**src/hw/plc_pkg.sv**
```systemverilog
// Purpose: Shared constants for the PLL lock interrupt and low-power control block
// Assumes: One bus clock, asynchronous active-high reset
// Notes: Reset values of the control bits live here
package plc_pkg;
	// Reset values of software-visible control bits
	localparam logic RST_PLL_POWER_ON = 1'h1;
	localparam logic RST_BASE_CLOCK_SELECT = 1'h0;
	localparam logic RST_PLL_IRQ_ENABLE = 1'h0;
	localparam logic RST_AUTO_BW = 1'h0;
	localparam logic RST_EVENT_FLAG = 1'h0;
	// Reset values of status and generator outputs
	localparam logic RST_LOCK_IND = 1'h0;
	localparam logic RST_IRQ = 1'h0;
	localparam logic RST_PLL_RUN = 1'h0;
	localparam logic RST_OSC_RUN = 1'h1;
	localparam logic RST_OUTPUTS_EN = 1'h1;
	localparam logic RST_MODE_IND = 1'h0;
	// Synchroniser depth for pin inputs
	localparam int SYNC_STAGES = 3;
	// Low-power state encoding, one bit apart from run each way
	typedef enum logic [1:0] {
		PLC_RUN = 2'h0,
		PLC_WAIT = 2'h1,
		PLC_STOP = 2'h2
	} plc_pwr_t;
endpackage

```
**src/hw/plc_sync.sv**
```systemverilog
// Purpose: Three-stage synchroniser with agreement filter for one pin input
// Assumes: Input is asynchronous to clk
// Notes: A change counts once stages two and three agree
`timescale 1ns/1ps
module plc_sync #(
	parameter logic RST_VAL = 1'h0
) (
	// Clock and reset
	input wire logic clk,
	input wire logic rst,
	// Raw pin and filtered level
	input wire logic pin_in,
	output logic level_out
);
	logic s1_ff;
	logic s2_ff;
	logic s3_ff;
	logic level_ff;
	wire logic agree = (s2_ff == s3_ff);

	// Shift chain; first stage feeds only the second
	always_ff @(posedge clk or posedge rst) begin
		if (rst) begin
			s1_ff <= RST_VAL;
			s2_ff <= RST_VAL;
			s3_ff <= RST_VAL;
		end else begin
			s1_ff <= pin_in;
			s2_ff <= s1_ff;
			s3_ff <= s2_ff;
		end
	end

	// Filtered level follows only on agreement
	always_ff @(posedge clk or posedge rst) begin
		if (rst) begin
			level_ff <= RST_VAL;
		end else if (agree) begin
			level_ff <= s3_ff;
		end
	end

	assign level_out = level_ff;
endmodule // plc_sync

```
**src/hw/plc_ctl.sv**
```systemverilog
// Purpose: PLL lock-change event flag, interrupt gating, clock select and low-power control
// Assumes: Lock level arrives from the analog loop on a pin; bus strobes are on clk
// Notes: Control bits are plain ports; writes are single-cycle strobes
`timescale 1ns/1ps
module plc_ctl (
	// Clock and reset
	input wire logic clk,
	input wire logic rst,
	// Control register write strobe and data
	input wire logic ctl_wr,
	input wire logic wr_pll_irq_enable,
	input wire logic wr_base_clock_select,
	input wire logic wr_pll_power_on,
	// Control register read strobe
	input wire logic ctl_rd,
	// Bandwidth control write
	input wire logic bw_wr,
	input wire logic wr_auto_bw,
	// Analog loop lock level, asynchronous
	input wire logic vco_locked_pin,
	// System mode inputs
	input wire logic wait_req,
	input wire logic stop_req,
	input wire logic wake,
	input wire logic osc_in_stop_enable,
	input wire logic break_active,
	input wire logic break_flag_clear_enable,
	// Readback
	output logic pll_irq_enable,
	output logic base_clock_select,
	output logic pll_power_on,
	output logic auto_bw,
	output logic lock_ind,
	output logic pll_event_flag,
	// Clock generator controls
	output logic clockgen_irq,
	output logic pll_run,
	output logic osc_run,
	output logic clk_outputs_en,
	output logic in_wait,
	output logic in_stop
);
	logic ie_ff;
	logic bcs_ff;
	logic pon_ff;
	logic auto_ff;
	logic lock_ff;
	logic flag_ff;
	logic irq_ff;
	logic pll_run_ff;
	logic osc_run_ff;
	logic outen_ff;
	logic wait_ff;
	logic stop_ff;
	logic lock_sync;
	plc_pkg::plc_pwr_t pwr_ff;
	plc_pkg::plc_pwr_t nxt_pwr;
	logic nxt_bcs;
	logic nxt_pon;
	logic nxt_flag;
	logic nxt_lock;

	// Lock pin synchroniser
	plc_sync #(.RST_VAL(plc_pkg::RST_LOCK_IND)) u_lock_sync (
		.clk(clk),
		.rst(rst),
		.pin_in(vco_locked_pin),
		.level_out(lock_sync)
	);

	// Lock indicator is meaningful only in auto mode and with PLL running
	assign nxt_lock = auto_ff & pll_run_ff & lock_sync;
	// Either edge of the settled level counts, only in auto mode
	wire logic lock_edge = (nxt_lock != lock_ff);
	wire logic lock_event = lock_edge & auto_ff;
	wire logic stopping = (pwr_ff == plc_pkg::PLC_STOP);
	// Stop is entered only from run; a stop request in wait is ignored
	wire logic entering_stop = stop_req & (pwr_ff == plc_pkg::PLC_RUN);
	// Read clears flag outside break, or in break when clearing allowed
	wire logic rd_clear = ctl_rd & (~break_active | break_flag_clear_enable);

	// Event flag: set wins over clear; manual mode forces zero
	always_comb begin
		nxt_flag = flag_ff;
		if (rd_clear) begin
			nxt_flag = 1'h0;
		end
		if (lock_event) begin
			nxt_flag = 1'h1;
		end
		if (!auto_ff) begin
			nxt_flag = 1'h0;
		end
	end

	// Clock select and power interlock; stop forces select clear
	always_comb begin
		nxt_bcs = bcs_ff;
		nxt_pon = pon_ff;
		if (ctl_wr) begin
			// Power may drop only while select is clear
			if (!(!wr_pll_power_on && bcs_ff)) begin
				nxt_pon = wr_pll_power_on;
			end
			// Select may be set without lock, never with PLL off now or next
			if (!(wr_base_clock_select && !(pon_ff && nxt_pon))) begin
				nxt_bcs = wr_base_clock_select;
			end
		end
		// Stop entry hands the output back to the oscillator
		if (entering_stop) begin
			nxt_bcs = 1'h0;
		end
	end

	// Low-power sequencing; wait alters nothing in the generator
	always_comb begin
		nxt_pwr = pwr_ff;
		case (pwr_ff)
			plc_pkg::PLC_RUN: begin
				if (stop_req) begin
					nxt_pwr = plc_pkg::PLC_STOP;
				end else if (wait_req) begin
					nxt_pwr = plc_pkg::PLC_WAIT;
				end
			end
			plc_pkg::PLC_WAIT: begin
				if (wake) begin
					nxt_pwr = plc_pkg::PLC_RUN;
				end
			end
			plc_pkg::PLC_STOP: begin
				if (wake) begin
					nxt_pwr = plc_pkg::PLC_RUN;
				end
			end
			default: begin
				nxt_pwr = plc_pkg::PLC_RUN;
			end
		endcase
	end

	// Generator enables by mode
	wire logic nxt_pll_run = pon_ff & ~stopping;
	wire logic nxt_osc_run = ~stopping | osc_in_stop_enable;
	wire logic nxt_outen = ~stopping | osc_in_stop_enable;
	// Irq follows the output enable so it is held low in a full stop
	wire logic nxt_irq = flag_ff & ie_ff & auto_ff & nxt_outen;

	// Software control bits
	always_ff @(posedge clk or posedge rst) begin
		if (rst) begin
			ie_ff <= plc_pkg::RST_PLL_IRQ_ENABLE;
			auto_ff <= plc_pkg::RST_AUTO_BW;
			bcs_ff <= plc_pkg::RST_BASE_CLOCK_SELECT;
			pon_ff <= plc_pkg::RST_PLL_POWER_ON;
		end else begin
			if (ctl_wr) begin
				ie_ff <= wr_pll_irq_enable;
			end
			if (bw_wr) begin
				auto_ff <= wr_auto_bw;
			end
			bcs_ff <= nxt_bcs;
			pon_ff <= nxt_pon;
		end
	end

	// Status, mode and output registers
	always_ff @(posedge clk or posedge rst) begin
		if (rst) begin
			lock_ff <= plc_pkg::RST_LOCK_IND;
			flag_ff <= plc_pkg::RST_EVENT_FLAG;
			pwr_ff <= plc_pkg::PLC_RUN;
			irq_ff <= plc_pkg::RST_IRQ;
			// PLL run follows power one edge after release
			pll_run_ff <= plc_pkg::RST_PLL_RUN;
			osc_run_ff <= plc_pkg::RST_OSC_RUN;
			outen_ff <= plc_pkg::RST_OUTPUTS_EN;
			wait_ff <= plc_pkg::RST_MODE_IND;
			stop_ff <= plc_pkg::RST_MODE_IND;
		end else begin
			lock_ff <= nxt_lock;
			flag_ff <= nxt_flag;
			pwr_ff <= nxt_pwr;
			irq_ff <= nxt_irq;
			pll_run_ff <= nxt_pll_run;
			osc_run_ff <= nxt_osc_run;
			outen_ff <= nxt_outen;
			wait_ff <= (nxt_pwr == plc_pkg::PLC_WAIT);
			stop_ff <= (nxt_pwr == plc_pkg::PLC_STOP);
		end
	end

	// Outputs straight from flip-flops
	assign pll_irq_enable = ie_ff;
	assign base_clock_select = bcs_ff;
	assign pll_power_on = pon_ff;
	assign auto_bw = auto_ff;
	assign lock_ind = lock_ff;
	assign pll_event_flag = flag_ff;
	assign clockgen_irq = irq_ff;
	assign pll_run = pll_run_ff;
	assign osc_run = osc_run_ff;
	assign clk_outputs_en = outen_ff;
	assign in_wait = wait_ff;
	assign in_stop = stop_ff;
endmodule // plc_ctl

```
**config.mk**
```make
export PLATFORM = sky130hd
export DESIGN_NAME = plc_ctl
export DESIGN_NICKNAME = d
export VERILOG_FILES = /design/src/hw/plc_pkg.sv /design/src/hw/plc_sync.sv /design/src/hw/plc_ctl.sv
export SDC_FILE = /design/constraint.sdc
export NUM_CORES = 1
export LEC_CHECK = 0
export BUFFER_PORTS_ARGS = -buffer_cell sky130_fd_sc_hd__buf_2
export CAP_MARGIN = 20
export CORE_MARGIN = 5
export CORE_UTILIZATION = 40
export DETAILED_ROUTE_END_ITERATION = 6
export PLACE_DENSITY_LB_ADDON = 0.15
export SLEW_MARGIN = 20
export SYNTH_ARGS = -nofsm -noshare
export SYNTH_HDL_FRONTEND = slang
export SYNTH_SLANG_ARGS = --single-unit
export TNS_END_PERCENT = 1
```
**constraint.sdc**
```tcl
create_clock -name clk -period 4.2 [get_ports clk]
set_input_delay 1.26 -clock clk [delete_from_list [all_inputs] [get_ports clk]]
set_output_delay 1.26 -clock clk [all_outputs]
set_load 0.02 [all_outputs]
```
# Word level (Yosys, flattened, before mapping)
# Index checks and enable logic that the tools add are counted.
# word_totals
reg_bits	17
in_bits	16
output_inout_bits	12
elab_cells	58
# classes
n_eq_ne	8
mux	12
n_bitwise	13
n_reduce_logical	9
# op_table
cell	count
1-bit AND	9
1-bit 2-to-1 mux	8
2-bit 2-to-1 mux	3
2-bit by 1-bit == test with 1-bit output, second input constant	2
2-bit == test, second input constant	2
2-bit case mux with 2 select lines	1
1-bit logical AND	3
3-bit by 1-bit != test with 1-bit output, second input constant	1
1-bit logical NOT	2
2-bit logical NOT	1
2-bit != test, second input constant	1
1-bit NOT	2
1-bit bitwise OR	2
2-bit AND reduction	1
2-bit nonzero test	1
2-bit OR reduction	1
1-bit == test	1
1-bit != test	1

# Logic depth before layout (Yosys ltp)
# logic_depth
depth_word	10
mapped_depth	5
depth_no_buf	5

# Cells and area by module
# Synthesis repeated with hierarchy kept, for this count alone.
# hier_totals
hier_cells	60
area_unflattened_um2	726.9
# by_module_without_submodules
module	n_inst	cells_each	area_each_um2	seq_area_each_um2
plc_ctl	1	54	611.8	327.8
plc_sync	1	6	115.1	100.1

# Least setup slack after synthesis
# OpenSTA, ideal clock, no wires.
# synth_timing
path_type	register to output
from	reg clk_outputs_en (netlist name)
to	out osc_run
arrival_time_ps	720
t_required_ps	2940
path_slack_ps	2220
stages_incl_launch_ff	2
n_path_buf	1
path_cell_list	dfstp_2 buf_4
# synth_lines
item	line	text
to (decl)	plc_ctl.sv:38	output logic osc_run,

# Worst setup path after layout
# layout_timing
from	reg pon_ff (netlist: pll_power_on)
to	out pll_power_on
# layout_lines
item	line	text
from (decl)	plc_ctl.sv:45	logic pon_ff;
from (signal assigned)	plc_ctl.sv:156	pon_ff <= plc_pkg::RST_PLL_POWER_ON;
from (signal assigned)	plc_ctl.sv:165	pon_ff <= nxt_pon;
to (decl)	plc_ctl.sv:31	output logic pll_power_on,
# No word-level cell between the ends.

==> results.txt <==
* Setup repair after global routing missed its margin: no
- STA classifies the critical path endpoint as an output pin.
* Run status: complete, no violations
- Routed vias: 527
- PortBufs: 27
- The max-slew violation count is 0.
* Wire length of the first global-routing pass: 2194 um
- Headroom to the max-slew limit came out at 58.51%.
- Row count: 15
- Peak clock frequency supported by timing: 442.7 MHz
* Global routing usage on met2: 17.98%
* Switching share of total power: 35.45%
- STA classifies the critical path startpoint as a register.
- Buffers inserted during clock tree synthesis total 3.
* Min-Delay Path Class: register to register
- Leakage Power: 0.4683 nW
- After layout, the worst path uses 53.78% of the clock period.
* Number of search-and-repair iterations in the first detailed-routing pass: 3
- In the final routed layout, each cell accounts on average for 11.35 um.
* Combinational cell fraction of total power: 39.6%
* Crit path max-delay cell type: sky130_fd_sc_hd__dfstp_2
- The worst-case IR drop observed on VDD is 0.2595 mV.
- Design internal power: 0.0003282 W
* Layout cells sized above 1: 42.05%
- Commonest cells after routing, fill and taps aside: sky130_fd_sc_hd__buf_2, sky130_fd_sc_hd__dfrtp_1, sky130_fd_sc_hd__inv_1
- Die Span Y: 52.93 um
- The via count of the first global-routing pass came to 552.
- CTS built an H-tree with a depth of 1.
* Cell accounting for the most synthesized area: sky130_fd_sc_hd__dfrtp_1
* Via count normalized by instance count: 4.664
- The later pin in the worst-skew pair is clocked with a latency of 0.28 ns.
* TritonCTS clock tree: done
- Most frequently used flop master after synthesis: sky130_fd_sc_hd__dfrtp_1
- Top Usage Layer GRT: met2
- The tree built by TritonCTS fans out to 17 sinks.
* Post-synthesis instance total: 58
- The filler cells instantiated in the layout total 167.
* Min cycle time layout: 2.259 ns
- Overall die width: 52.93 um
- Net switching power of the design: 0.0001803 W
- Area of the die: 0.002801 sq mm
- Aggregate routed wire length: 1283 um
* Largest incremental delay on the critical path: 0.56 ns
- After clock tree synthesis, the flow added hold-fix buffers numbering 0.
* Share of the yosys chip area belonging to registers: 58.06%
- In this run the post-CTS setup repair buffer count came out at 0.
- After synthesis the netlist holds a flip-flop and latch count of 17.
- Met1 global-route usage: 12.54%
- For this run, design rule violations remaining after detail routing come to 0.
- In this run the biggest area consumer among cell types represents 50.93% of the synthesized area.
- Entering global routing, the biggest net connects 18 pins.
- Clock transition at the registers of the reported paths: 0.09 ns
* Effective utilization at floorplan: 42.22%
- Global routing finished with a remaining overflow of 0.
* Number of antenna violations at the first check in global routing: 0
- Buffering stage count on the worst path with inverters included: 1
* Sequential share of power: 44.3%
- Antenna diode instance count: 0
- After the last flow step, the layout net total stands at 108.
- Yosys attributes the largest share of cell area to sky130_fd_sc_hd__dfrtp_1, sky130_fd_sc_hd__dfstp_2, sky130_fd_sc_hd__ha_1.
- On the critical path the largest part of the delay comes from flip-flops.
- Avg Synthesized Cell Area: 12.71 sq um
- Post-Syn Area: 737.0 sq um
- After routing, the total negative slack on setup checks comes to 0 ns.
- The detail route stage leaves a number of antenna-violating nets equal to 0.
- Total Routing Usage GR: 11.06%
- Grt met3 use: 5.352%
- Final setup skew: 0.006071 ns
- Post-synth ARST share: 100.0%
* Slew @ Worst Pin: 0.6217 ns
* Final setup violation count: 0
* Placer's final routability congestion estimate: 0.7119
* Max Cap Violations: 0
- Most common cell after layout, fill and taps aside: sky130_fd_sc_hd__buf_2
- Synthesized net count: 77
- Worst Path Required: 2.94 ns
* Count of yosys warnings during synthesis: 0
* Detailed placer's ending HPWL: 1012 um
- The setup path with the least slack is of type register to output pin.
- After layout, the design draws a total of 0.0005085 W.
* Cell at the root of the clock tree: sky130_fd_sc_hd__clkbuf_4
- The hold violation count in the final report is 0.
* Crit-path cells: buf_2
* Boundary Pins: 28
* Buffer depth of the longest clock path: 2
- Part of the total power dissipated in the clock network: 16.1%
* Area Growth Syn to Fin: 25.30%
- The number of different library cells used by synthesis comes to 27.
- Data arrives at the worst endpoint at 1.00 ns.
- After floorplanning, the core was sized to cover 0.001745 sq mm.
- In this run, post-CTS repair resized a total of 0 instances.
- Along the worst path, the maximum fanout reaches 4.
- Counting flops with a built-in enable in the synthesized netlist gives 0.
* Initial detailed-routing violation count: 3
- For this design the ratio of total power to cell area is 550.7 mW/mm^2.
[cell families (layout without fill, tap and decap cells)]
| family | Yosys count | count (layout) | share of synthesized area (%) |
|---|---|---|---|
| flops | 17 | 17 | 58.06 |
| simple gates | 16 | 16 | 15.11 |
| compound gates | 13 | 13 | 13.07 |
| buf+inv | 5 | 35 | 3.056 |
| fa+ha+maj | 4 | 4 | 6.452 |
| mux | 2 | 2 | 3.056 |
| xor+xnor | 1 | 1 | 1.189 |
[layer usage]
layer	vias up	part of all wire, %	wire (um)
li1	260	-	-
met5	-	0	0
met3	2	9.0	115
met4	0	0.78	10
met2	22	40	515
met1	243	50	642
[through the flow]
| stage | setup WS (ns) | std cells | hold slack, ns | cell area [sq um] | utilization (%) |
|---|---|---|---|---|---|
| finish | 1.941 | 113 | 0.3529 | 923.4 | 52.90 |
| global route | 1.884 | 113 | 0.3807 | 923.4 | 52.90 |
| CTS | 1.924 | 113 | 0.3570 | 923.4 | 52.90 |
| detailed placement | 2.131 | 109 | 0.3356 | 895.9 | 51.33 |
| global placement | 2.168 | 109 | 0.3334 | 895.9 | 51.33 |
| floorplan | 2.220 | 58 | 0.3312 | 737.0 | - |
[sequential cells by signal (all words and copies together) (netlist names)]
| register | flops |
|---|---|
| pwr_ff | 2 |
| auto_bw | 1 |
| base_clock_select | 1 |
| clk_outputs_en | 1 |
| clockgen_irq | 1 |
| in_stop | 1 |
| in_wait | 1 |
| lock_ind | 1 |
| pll_event_flag | 1 |
| pll_irq_enable | 1 |
| pll_power_on | 1 |
| pll_run | 1 |
| u_lock_sync.level_out | 1 |
| u_lock_sync.s1_ff | 1 |
| u_lock_sync.s2_ff | 1 |
| u_lock_sync.s3_ff | 1 |
[synth_stat cells, drive strengths merged (2+ instances only)]
cell type,n
o21ai,3
nand2b,3
nand2,3
dfstp,2
mux2,2
a21oi,2
o21a,3
ha,3
inv,4
dfrtp,15
nor2b,4
[area by class of cell]
cell class / instances / area [sq um] / area share [%]
clock buffer: 3 / 22.52 / 2.439
clock inverter: 1 / 5.005 / 0.5420
inverter: 4 / 15.01 / 1.626
multi-input combinational: 36 / 286.5 / 31.03
sequential: 17 / 427.9 / 46.34
tap: 25 / 31.28 / 3.388
timing repair buffer: 27 / 135.1 / 14.63
[path summary, 6_finish.rpt]
check                                            start                           to  slack [ns]  depth (start not counted)
min in group asynchronous                          rst            pll_run$_DFF_PP0_        1.04                          2
max                           pll_power_on$_DFFE_PP1P_                 pll_power_on        1.94                          1
max reg2reg                        pwr_ff[1]$_DFF_PP0_            in_wait$_DFF_PP0_        2.69                          5
min reg2reg                u_lock_sync.s1_ff$_DFF_PP0_  u_lock_sync.s2_ff$_DFF_PP0_        0.35                          0
min                        u_lock_sync.s1_ff$_DFF_PP0_  u_lock_sync.s2_ff$_DFF_PP0_        0.35                          0
max in group asynchronous                          rst  u_lock_sync.s1_ff$_DFF_PP0_        2.76                          2
[power groups by stage]
stage | clock (W) | sequential, W | combinational [W]
after floorplan | 0 | 0.000254 | 0.000126
after global placement | 0 | 0.000229 | 0.000201
after detailed placement | 0 | 0.000229 | 0.000204
after CTS | 0.0000886 | 0.000226 | 0.000205
after global routing | 0.0000972 | 0.000229 | 0.000225
final | 0.0000818 | 0.000225 | 0.000202
Power figures use the tool's default switching activity.
